## config.mk

```make
export PLATFORM = sky130hd
export DESIGN_NAME = buck1_ctrl
export DESIGN_NICKNAME = d
export VERILOG_FILES = /design/src/buck1_pkg.sv /design/src/buck1_ramp_if.sv /design/src/buck1_ramp.sv /design/src/buck1_ctrl.sv
export SDC_FILE = /design/constraint.sdc
export NUM_CORES = 1
export LEC_CHECK = 0
export BUFFER_PORTS_ARGS = -buffer_cell sky130_fd_sc_hd__buf_2
export CORE_ASPECT_RATIO = 0.7
export CORE_UTILIZATION = 50
export DETAILED_ROUTE_END_ITERATION = 8
export MAX_ROUTING_LAYER = met4
export PLACE_DENSITY = 0.75
export SYNTH_ARGS = -nofsm -noshare
export SYNTH_HDL_FRONTEND = slang
export SYNTH_SLANG_ARGS = --single-unit
```

## constraint.sdc

```tcl
create_clock -name pclk -period 4.8 [get_ports pclk]
set_input_delay 0.48 -clock pclk [delete_from_list [all_inputs] [get_ports pclk]]
set_output_delay 0.48 -clock pclk [all_outputs]
set_load 0.01 [all_outputs]
```

## src/buck1_pkg.sv

```systemverilog
// Constants, field layout and types for the first buck converter control block
package buck1_pkg;

  // ****************************************************************
  // Register indexes (byte address is four times the index)
  // ****************************************************************
  localparam logic [14:0] RAMP_CTRL_IDX = 15'h4056;
  localparam logic [14:0] ON_CFG_IDX = 15'h4058;
  localparam logic [14:0] SLEEP_CTRL_IDX = 15'h4059;
  localparam logic [14:0] SCALING_CTRL_IDX = 15'h405A;
  localparam logic [14:0] STATUS_IDX = 15'h4060;
  localparam int ADDR_W = 17;

  // ****************************************************************
  // Field positions
  // ****************************************************************
  localparam int SLOT_LSB = 13;
  localparam int MODE_LSB = 8;
  localparam int SRC_LSB = 11;
  localparam int RATE_LSB = 14;
  localparam int VHI_LSB = 2;
  localparam int ST_MODE_LSB = 8;
  localparam int ST_ENABLE_BIT = 12;
  localparam int ST_SLEEP_BIT = 13;
  localparam int ST_SCALING_BIT = 14;

  // ****************************************************************
  // Values after reset
  // ****************************************************************
  localparam logic [2:0] ON_SLOT_RST = 3'h0;
  localparam logic [1:0] ON_MODE_RST = 2'h1;
  localparam logic [6:0] ON_VSEL_RST = 7'h00;
  localparam logic [2:0] SLEEP_SLOT_RST = 3'h0;
  localparam logic [1:0] SLEEP_MODE_RST = 2'h3;
  localparam logic [6:0] SLEEP_VSEL_RST = 7'h00;
  localparam logic [1:0] SRC_RST = 2'h0;
  localparam logic [6:0] SCALING_VSEL_RST = 7'h00;
  localparam logic [1:0] RATE_RST = 2'h2;

  // ****************************************************************
  // Codes
  // ****************************************************************
  localparam logic [2:0] SLOT_OFF = 3'h0;
  localparam logic [2:0] SLOT_LAST = 3'h5;
  localparam logic [2:0] SLOT_HWEN1 = 3'h6;
  localparam logic [2:0] SLOT_HWEN2 = 3'h7;
  localparam logic [2:0] SLP_TS5 = 3'h0;
  localparam logic [2:0] SLP_TS3 = 3'h6;
  localparam logic [2:0] SLP_TS1 = 3'h7;
  localparam logic [2:0] SLOT_NUM_1 = 3'h1;
  localparam logic [2:0] SLOT_NUM_3 = 3'h3;
  localparam logic [2:0] SLOT_NUM_5 = 3'h5;
  localparam logic [2:0] SLP_DIS_BASE = 3'h6;
  localparam logic [6:0] VSEL_MIN_CODE = 7'h08;
  localparam logic [6:0] VSEL_MAX_CODE = 7'h68;

  typedef enum logic [1:0] {
    MODE_FCCM = 2'b00,
    MODE_AUTO = 2'b01,
    MODE_LDO = 2'b10,
    MODE_HYST = 2'b11
  } opmode_t;

  typedef enum logic [1:0] {
    SRC_OFF = 2'b00,
    SRC_SOFTWARE = 2'b01,
    SRC_HW1 = 2'b10,
    SRC_HW2 = 2'b11
  } scaling_src_t;

  typedef enum logic [1:0] {
    RATE_32US = 2'b00,
    RATE_16US = 2'b01,
    RATE_8US = 2'b10,
    RATE_IMMEDIATE = 2'b11
  } ramp_rate_t;

  // ****************************************************************
  // Timing
  // ****************************************************************
  localparam int CLK_PERIOD_NS = 10;
  localparam int STEP_32US_NS = 32000;
  localparam int STEP_16US_NS = 16000;
  localparam int STEP_8US_NS = 8000;
  localparam int CYC_32US = (STEP_32US_NS + CLK_PERIOD_NS - 1) / CLK_PERIOD_NS;
  localparam int CYC_16US = (STEP_16US_NS + CLK_PERIOD_NS - 1) / CLK_PERIOD_NS;
  localparam int CYC_8US = (STEP_8US_NS + CLK_PERIOD_NS - 1) / CLK_PERIOD_NS;
  localparam int CNT_W = 12;

endpackage

```

## src/buck1_ramp_if.sv

```systemverilog
// Target and ramp-rate hand-off between control and the voltage stepper
`timescale 1ns/1ps
interface buck1_ramp_if;
  logic [6:0] target;
  buck1_pkg::ramp_rate_t rate;
  logic [6:0] level;
  logic settled;

  modport ctl (output target, output rate, input level, input settled);
  modport ramp (input target, input rate, output level, output settled);
endinterface

```

## src/buck1_ramp.sv

```systemverilog
// Voltage code stepper: walks the level toward the target at the ramp rate
`timescale 1ns/1ps
module buck1_ramp (
  // Clock and reset
  input wire logic pclk,
  input wire logic presetn,
  // Control side
  buck1_ramp_if.ramp rif
);

  logic [6:0] level_q;
  logic [6:0] level_d;
  logic [buck1_pkg::CNT_W-1:0] cnt_q;
  logic [buck1_pkg::CNT_W-1:0] cnt_d;
  logic [buck1_pkg::CNT_W-1:0] limit;

  // Cycles between steps for the chosen rate
  always_comb begin
    case (rif.rate)
      buck1_pkg::RATE_32US: limit = buck1_pkg::CNT_W'(buck1_pkg::CYC_32US - 1);
      buck1_pkg::RATE_16US: limit = buck1_pkg::CNT_W'(buck1_pkg::CYC_16US - 1);
      default: limit = buck1_pkg::CNT_W'(buck1_pkg::CYC_8US - 1);
    endcase
  end

  // One code step per period, or a jump when immediate
  always_comb begin
    level_d = level_q;
    cnt_d = '0;
    if (rif.rate == buck1_pkg::RATE_IMMEDIATE) begin
      level_d = rif.target;
    end else if (level_q != rif.target) begin
      if (cnt_q >= limit) begin
        // Counter restarts per step so a rate change applies at once
        level_d = (level_q < rif.target) ? level_q + 7'h01 : level_q - 7'h01;
      end else begin
        cnt_d = cnt_q + 1'b1;
      end
    end
  end

  // Stepper state
  always_ff @(posedge pclk or negedge presetn) begin
    if (!presetn) begin
      level_q <= buck1_pkg::VSEL_MIN_CODE;
      cnt_q <= '0;
    end else begin
      level_q <= level_d;
      cnt_q <= cnt_d;
    end
  end

  assign rif.level = level_q;
  assign rif.settled = (level_q == rif.target);

endmodule

```

## src/buck1_ctrl.sv

```systemverilog
// First buck converter sequencing, mode and voltage control with APB registers
`timescale 1ns/1ps
module buck1_ctrl (
  // APB slave
  input wire logic pclk,
  input wire logic presetn,
  input wire logic psel,
  input wire logic penable,
  input wire logic pwrite,
  input wire logic [buck1_pkg::ADDR_W-1:0] paddr,
  input wire logic [31:0] pwdata,
  output logic [31:0] prdata,
  output logic pready,
  output logic pslverr,
  // Hardware pins, asynchronous
  input wire logic hw_enable1,
  input wire logic hw_enable2,
  input wire logic hw_scaling1,
  input wire logic hw_scaling2,
  // Sequencer, same clock
  input wire logic seq_startup_pulse,
  input wire logic seq_sleep_pulse,
  input wire logic seq_wake_pulse,
  input wire logic [2:0] seq_slot,
  // Boot memory load, same clock
  input wire logic boot_load_pulse,
  input wire logic [4:0] boot_on_vsel_hi,
  // Converter controls
  output logic buck_enable,
  output logic [1:0] buck_opmode,
  output logic [6:0] buck_voltage_code,
  output logic buck_settled
);

  // ****************************************************************
  // Pin synchronisers
  // ****************************************************************
  logic [3:0] pin_meta_q;
  logic [3:0] pin_sync_q;

  // Two flops per pin; only the second stage is used
  always_ff @(posedge pclk or negedge presetn) begin
    if (!presetn) begin
      pin_meta_q <= 4'h0;
      pin_sync_q <= 4'h0;
    end else begin
      pin_meta_q <= {hw_scaling2, hw_scaling1, hw_enable2, hw_enable1};
      pin_sync_q <= pin_meta_q;
    end
  end

  logic hwen1_s;
  logic hwen2_s;
  logic hwsc1_s;
  logic hwsc2_s;
  assign hwen1_s = pin_sync_q[0];
  assign hwen2_s = pin_sync_q[1];
  assign hwsc1_s = pin_sync_q[2];
  assign hwsc2_s = pin_sync_q[3];

  // ****************************************************************
  // Register file
  // ****************************************************************
  logic [2:0] buck1_on_timeslot_q, buck1_on_timeslot_d;
  logic [1:0] buck1_on_opmode_q, buck1_on_opmode_d;
  logic [6:0] buck1_on_voltage_code_q, buck1_on_voltage_code_d;
  logic [2:0] buck1_sleep_timeslot_q, buck1_sleep_timeslot_d;
  logic [1:0] buck1_sleep_opmode_q, buck1_sleep_opmode_d;
  logic [6:0] buck1_sleep_voltage_code_q, buck1_sleep_voltage_code_d;
  logic [1:0] buck1_scaling_source_q, buck1_scaling_source_d;
  logic [6:0] buck1_scaling_voltage_code_q, buck1_scaling_voltage_code_d;
  logic [1:0] buck1_ramp_rate_q, buck1_ramp_rate_d;

  logic pready_q, pready_d;
  logic pslverr_q, pslverr_d;
  logic [31:0] prdata_q, prdata_d;
  logic [14:0] idx;
  logic aligned;
  logic hit_ramp, hit_on, hit_sleep, hit_scaling, hit_status, mapped;
  logic wr_en;
  logic [15:0] rd_word;
  logic [15:0] status_word;

  assign idx = paddr[buck1_pkg::ADDR_W-1:2];
  assign aligned = (paddr[1:0] == 2'h0);
  assign hit_ramp = aligned && (idx == buck1_pkg::RAMP_CTRL_IDX);
  assign hit_on = aligned && (idx == buck1_pkg::ON_CFG_IDX);
  assign hit_sleep = aligned && (idx == buck1_pkg::SLEEP_CTRL_IDX);
  assign hit_scaling = aligned && (idx == buck1_pkg::SCALING_CTRL_IDX);
  assign hit_status = aligned && (idx == buck1_pkg::STATUS_IDX);
  assign mapped = hit_ramp | hit_on | hit_sleep | hit_scaling | hit_status;
  // Write lands only on the edge that sees pready high
  assign wr_en = psel && penable && pready_q && pwrite && mapped;

  // Read mux; unassigned bits stay zero
  always_comb begin
    rd_word = 16'h0000;
    if (hit_ramp) begin
      rd_word[buck1_pkg::RATE_LSB +: 2] = buck1_ramp_rate_q;
    end else if (hit_on) begin
      rd_word[buck1_pkg::SLOT_LSB +: 3] = buck1_on_timeslot_q;
      rd_word[buck1_pkg::MODE_LSB +: 2] = buck1_on_opmode_q;
      rd_word[6:0] = buck1_on_voltage_code_q;
    end else if (hit_sleep) begin
      rd_word[buck1_pkg::SLOT_LSB +: 3] = buck1_sleep_timeslot_q;
      rd_word[buck1_pkg::MODE_LSB +: 2] = buck1_sleep_opmode_q;
      rd_word[6:0] = buck1_sleep_voltage_code_q;
    end else if (hit_scaling) begin
      rd_word[buck1_pkg::SRC_LSB +: 2] = buck1_scaling_source_q;
      rd_word[6:0] = buck1_scaling_voltage_code_q;
    end else if (hit_status) begin
      rd_word = status_word;
    end
  end

  // Bus answer: one wait state, then a one-cycle pready
  always_comb begin
    pready_d = psel && penable && !pready_q;
    pslverr_d = pready_d && !mapped;
    prdata_d = prdata_q;
    if (pready_d) begin
      prdata_d = (pwrite || !mapped) ? 32'h0000_0000 : {16'h0000, rd_word};
    end
  end

  // Field next values; boot load overrides on-code bits 6:2 of a same-cycle bus write
  always_comb begin
    buck1_on_timeslot_d = buck1_on_timeslot_q;
    buck1_on_opmode_d = buck1_on_opmode_q;
    buck1_on_voltage_code_d = buck1_on_voltage_code_q;
    buck1_sleep_timeslot_d = buck1_sleep_timeslot_q;
    buck1_sleep_opmode_d = buck1_sleep_opmode_q;
    buck1_sleep_voltage_code_d = buck1_sleep_voltage_code_q;
    buck1_scaling_source_d = buck1_scaling_source_q;
    buck1_scaling_voltage_code_d = buck1_scaling_voltage_code_q;
    buck1_ramp_rate_d = buck1_ramp_rate_q;
    if (wr_en && hit_ramp) begin
      buck1_ramp_rate_d = pwdata[buck1_pkg::RATE_LSB +: 2];
    end
    if (wr_en && hit_on) begin
      buck1_on_timeslot_d = pwdata[buck1_pkg::SLOT_LSB +: 3];
      buck1_on_opmode_d = pwdata[buck1_pkg::MODE_LSB +: 2];
      buck1_on_voltage_code_d = pwdata[6:0];
    end
    if (wr_en && hit_sleep) begin
      buck1_sleep_timeslot_d = pwdata[buck1_pkg::SLOT_LSB +: 3];
      buck1_sleep_opmode_d = pwdata[buck1_pkg::MODE_LSB +: 2];
      buck1_sleep_voltage_code_d = pwdata[6:0];
    end
    if (wr_en && hit_scaling) begin
      buck1_scaling_source_d = pwdata[buck1_pkg::SRC_LSB +: 2];
      buck1_scaling_voltage_code_d = pwdata[6:0];
    end
    if (boot_load_pulse) begin
      // Boot memory only holds the coarse 50 mV part
      buck1_on_voltage_code_d[6:buck1_pkg::VHI_LSB] = boot_on_vsel_hi;
    end
  end

  // Register and bus state
  always_ff @(posedge pclk or negedge presetn) begin
    if (!presetn) begin
      buck1_on_timeslot_q <= buck1_pkg::ON_SLOT_RST;
      buck1_on_opmode_q <= buck1_pkg::ON_MODE_RST;
      buck1_on_voltage_code_q <= buck1_pkg::ON_VSEL_RST;
      buck1_sleep_timeslot_q <= buck1_pkg::SLEEP_SLOT_RST;
      buck1_sleep_opmode_q <= buck1_pkg::SLEEP_MODE_RST;
      buck1_sleep_voltage_code_q <= buck1_pkg::SLEEP_VSEL_RST;
      buck1_scaling_source_q <= buck1_pkg::SRC_RST;
      buck1_scaling_voltage_code_q <= buck1_pkg::SCALING_VSEL_RST;
      buck1_ramp_rate_q <= buck1_pkg::RATE_RST;
      pready_q <= 1'b0;
      pslverr_q <= 1'b0;
      prdata_q <= 32'h0000_0000;
    end else begin
      buck1_on_timeslot_q <= buck1_on_timeslot_d;
      buck1_on_opmode_q <= buck1_on_opmode_d;
      buck1_on_voltage_code_q <= buck1_on_voltage_code_d;
      buck1_sleep_timeslot_q <= buck1_sleep_timeslot_d;
      buck1_sleep_opmode_q <= buck1_sleep_opmode_d;
      buck1_sleep_voltage_code_q <= buck1_sleep_voltage_code_d;
      buck1_scaling_source_q <= buck1_scaling_source_d;
      buck1_scaling_voltage_code_q <= buck1_scaling_voltage_code_d;
      buck1_ramp_rate_q <= buck1_ramp_rate_d;
      pready_q <= pready_d;
      pslverr_q <= pslverr_d;
      prdata_q <= prdata_d;
    end
  end

  assign prdata = prdata_q;
  assign pready = pready_q;
  assign pslverr = pslverr_q;

  // ****************************************************************
  // Sequencing
  // ****************************************************************
  logic enable_q, enable_d;
  logic sleeping_q, sleeping_d;
  logic hw_assigned;
  logic slot_sequenced;
  logic sleep_code_disable;
  logic [2:0] sleep_slot;
  logic sleep_now;

  assign hw_assigned = (buck1_on_timeslot_q == buck1_pkg::SLOT_HWEN1) ||
                       (buck1_on_timeslot_q == buck1_pkg::SLOT_HWEN2);
  assign slot_sequenced = (buck1_on_timeslot_q != buck1_pkg::SLOT_OFF) && !hw_assigned;
  assign sleep_code_disable = (buck1_sleep_timeslot_q != buck1_pkg::SLP_TS5) &&
                              (buck1_sleep_timeslot_q <= buck1_pkg::SLOT_LAST);

  // Slot in which sleep entry acts for this code
  always_comb begin
    case (buck1_sleep_timeslot_q)
      buck1_pkg::SLP_TS5: sleep_slot = buck1_pkg::SLOT_NUM_5;
      buck1_pkg::SLP_TS3: sleep_slot = buck1_pkg::SLOT_NUM_3;
      buck1_pkg::SLP_TS1: sleep_slot = buck1_pkg::SLOT_NUM_1;
      default: sleep_slot = buck1_pkg::SLP_DIS_BASE - buck1_sleep_timeslot_q;
    endcase
  end

  assign sleep_now = seq_sleep_pulse && (seq_slot == sleep_slot);

  // Enable and sleep state
  always_comb begin
    enable_d = enable_q;
    sleeping_d = sleeping_q;
    if (buck1_on_timeslot_q == buck1_pkg::SLOT_OFF) begin
      enable_d = 1'b0;
    end else if (buck1_on_timeslot_q == buck1_pkg::SLOT_HWEN1) begin
      enable_d = hwen1_s;
    end else if (buck1_on_timeslot_q == buck1_pkg::SLOT_HWEN2) begin
      enable_d = hwen2_s;
    end else if (seq_startup_pulse && (seq_slot == buck1_on_timeslot_q)) begin
      enable_d = 1'b1;
      sleeping_d = 1'b0;
    end
    if (seq_wake_pulse) begin
      sleeping_d = 1'b0;
    end
    if (sleep_now) begin
      if (sleep_code_disable && slot_sequenced) begin
        enable_d = 1'b0;
      end else begin
        // Hardware-owned converters only change to sleep settings
        sleeping_d = 1'b1;
      end
    end
  end

  always_ff @(posedge pclk or negedge presetn) begin
    if (!presetn) begin
      enable_q <= 1'b0;
      sleeping_q <= 1'b0;
    end else begin
      enable_q <= enable_d;
      sleeping_q <= sleeping_d;
    end
  end

  // ****************************************************************
  // Target selection and ramp
  // ****************************************************************
  logic scaling_active;
  logic [6:0] raw_target;
  logic [6:0] clamped_target;
  logic [1:0] opmode_sel;

  // Scaling request per source
  always_comb begin
    case (buck1_scaling_source_q)
      buck1_pkg::SRC_SOFTWARE: scaling_active = 1'b1;
      buck1_pkg::SRC_HW1: scaling_active = hwsc1_s;
      buck1_pkg::SRC_HW2: scaling_active = hwsc2_s;
      default: scaling_active = 1'b0;
    endcase
  end

  // Sleep wins over scaling, scaling over the on code
  always_comb begin
    if (sleeping_q) begin
      raw_target = buck1_sleep_voltage_code_q;
      opmode_sel = buck1_sleep_opmode_q;
    end else if (scaling_active) begin
      raw_target = buck1_scaling_voltage_code_q;
      opmode_sel = buck1_on_opmode_q;
    end else begin
      raw_target = buck1_on_voltage_code_q;
      opmode_sel = buck1_on_opmode_q;
    end
    // Clamp so the ramp never spends steps on codes with no effect
    if (raw_target < buck1_pkg::VSEL_MIN_CODE) begin
      clamped_target = buck1_pkg::VSEL_MIN_CODE;
    end else if (raw_target > buck1_pkg::VSEL_MAX_CODE) begin
      clamped_target = buck1_pkg::VSEL_MAX_CODE;
    end else begin
      clamped_target = raw_target;
    end
  end

  buck1_ramp_if rif ();
  assign rif.target = clamped_target;
  assign rif.rate = buck1_pkg::ramp_rate_t'(buck1_ramp_rate_q);

  buck1_ramp u_ramp (
    .pclk(pclk),
    .presetn(presetn),
    .rif(rif)
  );

  // Converter outputs, registered
  logic [1:0] opmode_q;
  logic [6:0] vcode_q;
  logic settled_q;
  always_ff @(posedge pclk or negedge presetn) begin
    if (!presetn) begin
      opmode_q <= buck1_pkg::ON_MODE_RST;
      vcode_q <= buck1_pkg::VSEL_MIN_CODE;
      settled_q <= 1'b0;
    end else begin
      opmode_q <= opmode_sel;
      vcode_q <= rif.level;
      settled_q <= rif.settled;
    end
  end

  assign status_word = {1'b0, scaling_active, sleeping_q, enable_q, 2'b00, opmode_q,
                        1'b0, vcode_q};
  assign buck_enable = enable_q;
  assign buck_opmode = opmode_q;
  assign buck_voltage_code = vcode_q;
  assign buck_settled = settled_q;

endmodule

```

# Word level (Yosys, flattened, before mapping)
# Cells that the tools add are included.
# Widths: inputs -> output; s select.
[word_totals] output_inout_bits=45 memories=0 rom_bits=0 in_bits=70 register_bits=108 ram_bits=0 latchBits=0
[op_classes] shift=0 mul=0 n_bitwise=4 reduce_logical=35 n_eq_ne=18 n_addsub=4 n_mux=48 magnitude_cmp=5 n_div=0
[ops] operator="$mux 7" count=12
[ops] operator="$eq 15x15->1 const B" count=5
[ops] operator="$mux 12" count=3
[ops] operator="$pmux 12 s2" count=1
[ops] operator="$logic_and 1x1->1" count=20
[ops] operator="$mux 16" count=1
[ops] operator="$mux 1" count=15
[ops] operator="$mux 15" count=1
[ops] operator="$mux 14" count=1
[ops] operator="$add 12x1->12 const B" count=1
[ops] operator="$eq 3x3->1 const B" count=4
[ops] operator="$ge 12x12->1" count=1
[ops] operator="$mux 2" count=6
[ops] operator="$mux 3" count=4
[ops] operator="$pmux 3 s3" count=1
[ops] operator="$add 7x1->7 const B" count=1
[ops] operator="$eq 7x7->1" count=1
[ops] operator="$gt 7x7->1 const B" count=1
[ops] operator="$lt 7x4->1 const B" count=1
[ops] operator="$lt 7x7->1" count=1
[ops] operator="$ne 7x7->1" count=1
[ops] operator="$sub 7x1->7 const B" count=1
[ops] operator="$eq 2x2->1 const B" count=3
[ops] operator="$eq 3x3->1" count=2
[ops] operator="other kinds (14)" count=26

# Depth between registers and ports, before layout
[depth] word_depth=12 mapped_depth=19 mapped_depth_nobuf=18

# By module
# From an unflattened synthesis, not the netlist that was laid out.
[unflattened] hier_cells=520 hier_area_um2=5167.5
[by_module_without_submodules] module="buck1_ctrl" area_per_inst_um2=3719.8 n_inst=1 cells_each=367 seq_area_each_um2=1784.2
[by_module_without_submodules] module="buck1_ramp" area_per_inst_um2=1447.6 n_inst=1 cells_each=153 seq_area_each_um2=476.7

# Least setup slack after synthesis
# Ideal clock, no wire load.
[synth_path] path_kind="reg2reg" from="register buck1_scaling_source_q[1]" to="register u_ramp.level_q[6] (netlist: u_ramp.rif.level[6])" arrival_ns=4.163 n_path_buf=1 stages_incl_launch_ff=20 slack_ns=0.513 setup_ns=0.124 cell_sequence="dfrtp_1 a21o_1 and2_1 buf_4 a221oi_2 o211a_1 mux2i_1 nand2_1 ha_1 nor2b_1 o21a_1 o211ai_1 nand2_1 fa_1 a211oi_1 o21bai_1 a21oi_1 nor3b_1 or2_2 a211o_1"
[synth_between] elab_chain_cells=12 word_cells_on_any_way=18 cone_classes="order compare: 3; eq/ne: 4; mux: 9; reduce/logical: 2"
[synth_lines] element="start: declaration" line_no="buck1_ctrl.sv:70" source="logic [1:0] buck1_scaling_source_q, buck1_scaling_source_d;"
[synth_lines] element="start signal: assignment" line_no="buck1_ctrl.sv:169" source="buck1_scaling_source_q <= buck1_pkg::SRC_RST;"
[synth_lines] element="start signal: assignment" line_no="buck1_ctrl.sv:182" source="buck1_scaling_source_q <= buck1_scaling_source_d;"
[synth_lines] element="$eq 2x2->1 / $eq 2x1->1 (equally long branches)" line_no="buck1_ctrl.sv:271" source="case (buck1_scaling_source_q)"
[synth_lines] element="$pmux 1 s3 *" line_no="buck1_ctrl.sv:271"
[synth_lines] element="$mux 7 *" line_no="buck1_ctrl.sv:284" source="end else if (scaling_active) begin"
[synth_lines] element="$mux 7 *" line_no="buck1_ctrl.sv:281" source="if (sleeping_q) begin"
[synth_lines] element="$gt 7x7->1" line_no="buck1_ctrl.sv:294" source="end else if (raw_target > buck1_pkg::VSEL_MAX_CODE) begin"
[synth_lines] element="$mux 7" line_no="buck1_ctrl.sv:294"
[synth_lines] element="$mux 7 *" line_no="buck1_ctrl.sv:292" source="if (raw_target < buck1_pkg::VSEL_MIN_CODE) begin"
[synth_lines] element="$lt 7x7->1" line_no="buck1_ramp.sv:35" source="level_d = (level_q < rif.target) ? level_q + 7'h01 : level_q - 7'h01;"
[synth_lines] element="$mux 7" line_no="buck1_ramp.sv:35"
[synth_lines] element="$mux 7" line_no="buck1_ramp.sv:33" source="if (cnt_q >= limit) begin"
[synth_lines] element="$mux 7" line_no="buck1_ramp.sv:32" source="end else if (level_q != rif.target) begin"
[synth_lines] element="$mux 7" line_no="buck1_ramp.sv:30" source="if (rif.rate == buck1_pkg::RATE_IMMEDIATE) begin"
[synth_lines] element="end signal: assignment" line_no="buck1_ramp.sv:45" source="level_q <= buck1_pkg::VSEL_MIN_CODE;"
[synth_lines] element="end signal: assignment" line_no="buck1_ramp.sv:48" source="level_q <= level_d;"
[synth_lines] element="end: declaration" line_no="buck1_ramp.sv:11" source="logic [6:0] level_q;"
# Mark *: on every way between the ends. The rest lies on a longest branch, timed or not. The select of a mux whose other input is x is not followed.
# A chain may end at the register's enable or synchronous reset.

# Worst setup path after layout
[layout_path] from="register pin_sync_q[3]" to="register u_ramp.level_q[6] (netlist: u_ramp.rif.level[6])"
[layout_between] elab_chain_cells=11 word_cells_on_any_way=15 cone_classes="order compare: 3; eq/ne: 1; mux: 9; reduce/logical: 2"
[layout_lines] element="start: declaration" line_no="buck1_ctrl.sv:39" source="logic [3:0] pin_sync_q;"
[layout_lines] element="start signal: assignment" line_no="buck1_ctrl.sv:48" source="pin_sync_q <= pin_meta_q;"
[layout_lines] element="$pmux 1 s3 *" line_no="buck1_ctrl.sv:271"
[layout_lines] element="$mux 7 *" line_no="buck1_ctrl.sv:284"
[layout_lines] element="$mux 7 *" line_no="buck1_ctrl.sv:281"
[layout_lines] element="$gt 7x7->1" line_no="buck1_ctrl.sv:294"
[layout_lines] element="$mux 7" line_no="buck1_ctrl.sv:294"
[layout_lines] element="$mux 7 *" line_no="buck1_ctrl.sv:292"
[layout_lines] element="$lt 7x7->1" line_no="buck1_ramp.sv:35"
[layout_lines] element="$mux 7" line_no="buck1_ramp.sv:35"
[layout_lines] element="$mux 7" line_no="buck1_ramp.sv:33"
[layout_lines] element="$mux 7" line_no="buck1_ramp.sv:32"
[layout_lines] element="$mux 7" line_no="buck1_ramp.sv:30"
# Marks and branches as above.

==> metrics.md <==
| Metric | Value |
|---|---|
| Status | `finished, final reports clean` |
| Worst Hold Class | `input pin to flop` |
| Final Net Count | `644` |
| Top cell type's share of synthesized area | `40.71%` |
| TritonRoute pass-1 iters | `6` |
| Clk_skew | `0.006492 ns` |
| Max Fclk | `220.4 MHz` |
| Synth top area cells | `dfrtp_1 41%, ha_1 5.9%, dfstp_2 3.6%, mux2i_1 3.3%, mux2_1 3.3%` |
| Final Hold Fails | `0` |
| Syn Inst Count | `474` |
| Detailed-route DRC error count | `0` |
| Top cell type by total area after synthesis | `dfrtp_1` |
| Worst setup SP type | `flop` |
| Cts hold-fix bufs | `0` |
| Root Buffer | `clkbuf_16` |
| Worst vdd ir | `190.5 µV` |
| CTS H-tree depth | `3` |
| Min Clock Period, post-route | `4.538 ns` |
| Max stage delay on crit path | `0.46 ns` |
| Xor and xnor area share after synthesis | `3.261%` |
| Synth Cell Area | `5102 µm²` |
| Vias/cell | `5.630` |
| Leak pwr | `0.002903 µW` |
| Most common cell after layout, fill and taps aside | `dfrtp_1` |
| Initial antenna violation count | `0` |
| Clk_lat worst skew | `0.34 ns` |
| Final core occ | `60.11%` |
| Main combinational cell family by area after synthesis | `simple AND/OR/NAND/NOR gates` |
| Fin. max-slew vios | `0` |
| Global-route wire length before repair | `18,420 µm` |
| Layout cells sized above 1 | `26.53%` |
| Final Power | `1828 µW` |
| Seq/Total Area, Yosys | `44.31%` |
| Crit path max-delay cell type | `fa_1` |
| ANT nets after route | `0` |
| ANT cells | `0` |
| Ys Warns | `0` |
| Avg Inst Size Synth | `10.76 µm²` |
| Number of synthesized flops with an enable pin | `0` |
| Async SR Flop Fraction | `100.0%` |
| Die extent in x | `122.7 µm` |
| Number of setup violations in the final report | `0` |
| Cell family with most CP delay | `compound AO/OA/AOI/OAI gates` |
| Largest net degree at the start of global routing | `91` |
| Quantity of I/O buffers inserted on ports | `78` |
| CTS tree | `done` |
| Leading cell types in the layout, fill and taps excluded | `82 x dfrtp_1, 77 x buf_2, 43 x nand2_1` |
| Die Ht | `86.52 µm` |
| Rel. slew slack | `26.46%` |
| I/O pin cnt | `115` |
| Post-DP HPWL | `8221 µm` |
| Gr ovfl total | `0` |
| CP Buf/Inv Count | `0` |
| Post-synthesis mux area share | `11.06%` |
| Total GRT Usage | `23.35%` |
| Crit path max fanout | `6` |
| Vias in the first global route | `3,714` |
| CP required | `5.03 ns` |
| Synth unique cells | `73` |
| Die area | `10,620 µm²` |
| Post-route clock period utilization | `94.54%` |
| Initial DRC Count | `249` |
| CTS Buf Count | `9` |
| Slew @ Worst Pin | `1.103 ns` |
| Placer Congestion | `0.8318` |
| Crit path DAT | `4.77 ns` |
| Max-cap violations | `0` |
| Clock-pin slew on the worst setup and hold paths | `0.06 ns` |
| Area grow syn2layout | `15.42%` |
| Core area | `9797 µm²` |
| Synthesized flop and latch total | `90` |
| PD cells | `310.4 nW/µm²` |
| Critical path class | `flop to flop` |
| Main synth FF type | `dfrtp_1` |
| Compound-Gate Fraction of Synth Area | `14.12%` |
| Initial cell density of the core | `52.08%` |
| Post-synthesis simple-gate area fraction | `14.93%` |
| Num Clock Sinks | `90` |
| Cells along the critical path | `nand3b_1, and2_4, a221oi_4, o211a_1, mux2i_2, nand2_1, ha_1, nor2b_1, o21a_1, o211ai_1, nand2_2, fa_1, a211oi_2, o21bai_1, a21oi_1, nor3b_1, or2_2, a211o_1` |
| Critical path endpoint category | `flop` |
| Site Rows | `30` |
| Routed WL | `11,570 µm` |
| Routed len/inst | `16.97 µm` |
| Clock buffer depth | `2` |
| Routed vias | `3,840` |
| Adder-Cell Fraction of Synth Area | `6.278%` |
[worst paths after layout]
path	startpoint	endpoint	slack (ns)	depth (start not counted)
hold reg to reg	pin_meta_q[1]	pin_sync_q[1]	0.35	0
max in group asynchronous	presetn	sleeping_q	3.68	1
min in group asynchronous	presetn	pin_meta_q[3]	0.36	1
setup reg to reg	pin_sync_q[3]	u_ramp.rif.level[6]	0.26	18
hold / removal	hw_enable2	pin_meta_q[1]	0.24	1
setup / recovery	pin_sync_q[3]	u_ramp.rif.level[6]	0.26	18
[synthesized netlist by cell type, types with 8 or more instances]
cell and count:
ha_1 24, a221oi_1 9, xnor2_1 8, o21ai_0 14, mux2i_1 17, a21oi_1 15, clkbuf_1 8, nand3_1 8
inv_1 15, buf_4 22, xor2_1 11, mux2_2 8, mux2_4 9, o21ai_1 17, nor2_1 26, mux2_1 15
nand2_1 44, dfrtp_1 83, a22o_1 9
[power breakdown]
part	internal, µW	switching [µW]
Clock	508	290
Combinational	89.9	113
Sequential	793	34.2
[area by class of cell]
type	count	area [µm²]
timing repair buffer	85	445.4
sequential	90	2262
clock inverter	5	102.6
multi-input combinational	347	2626
inverter	16	60.06
tap	128	160.2
fill	796	3908
clock buffer	11	232.7
[per-stage QoR]
step | worst slack, ns | TNS, ns | area (µm²) | hold WS, ns | instances
final | 0.2620 | 0 | 5889 | 0.2413 | 682
after global routing | -0.02252 | -0.02252 | 5889 | 0.2340 | 682
after CTS | 0.002321 | 0 | 5841 | 0.2362 | 679
after detailed placement | 0.1216 | 0 | 5505 | 0.3372 | 663
after global placement | 0.2990 | 0 | 5505 | 0.3350 | 663
after floorplan | 0.5130 | 0 | 5166 | 0.1844 | 491
[worst reg2reg max path, cell delays in order, from the launching register on]
cell and delay, ns:
dfrtp_1 0.36, nand3b_1 0.24, and2_4 0.25, a221oi_4 0.27, o211a_1 0.26, mux2i_2 0.27, nand2_1 0.08, ha_1 0.29
nor2b_1 0.13, o21a_1 0.16, o211ai_1 0.32, nand2_2 0.17, fa_1 0.46, a211oi_2 0.26, o21bai_1 0.11, a21oi_1 0.18
nor3b_1 0.08, or2_2 0.27, a211o_1 0.26
[cell families after synthesis]
group,Yosys count
AND/OR/NAND/NOR,139
XOR/XNOR,19
buffers and inverters,54
adder cells (fa/ha/maj),25
other,1
flip-flops,90
AO/OA/AOI/OAI,97
multiplexers,49
[per-layer routing]
layer	GRT usage [%]	part of all wire, %	vias up
li1	-	-	1813
met2	36.36	46	105
met1	30.71	46	1909
met4	6.652	1.4	0
met3	5.132	6.4	13
met5	-	0	-
[sequential cells by signal, indices dropped and copies added, names as in the netlist, 7 cells and up]
signal	count
prdata	14
u_ramp.cnt_q	12
buck1_on_voltage_code_q	7
buck1_scaling_voltage_code_q	7
buck1_sleep_voltage_code_q	7
buck_voltage_code	7
u_ramp.rif.level	7
[what timing repair did]
item                                    CTS  global route
endpoints found under the setup margin    0             1
buffers inserted                          0             3
gates resized for setup                   0             8
Power figures use the tool's default switching activity.
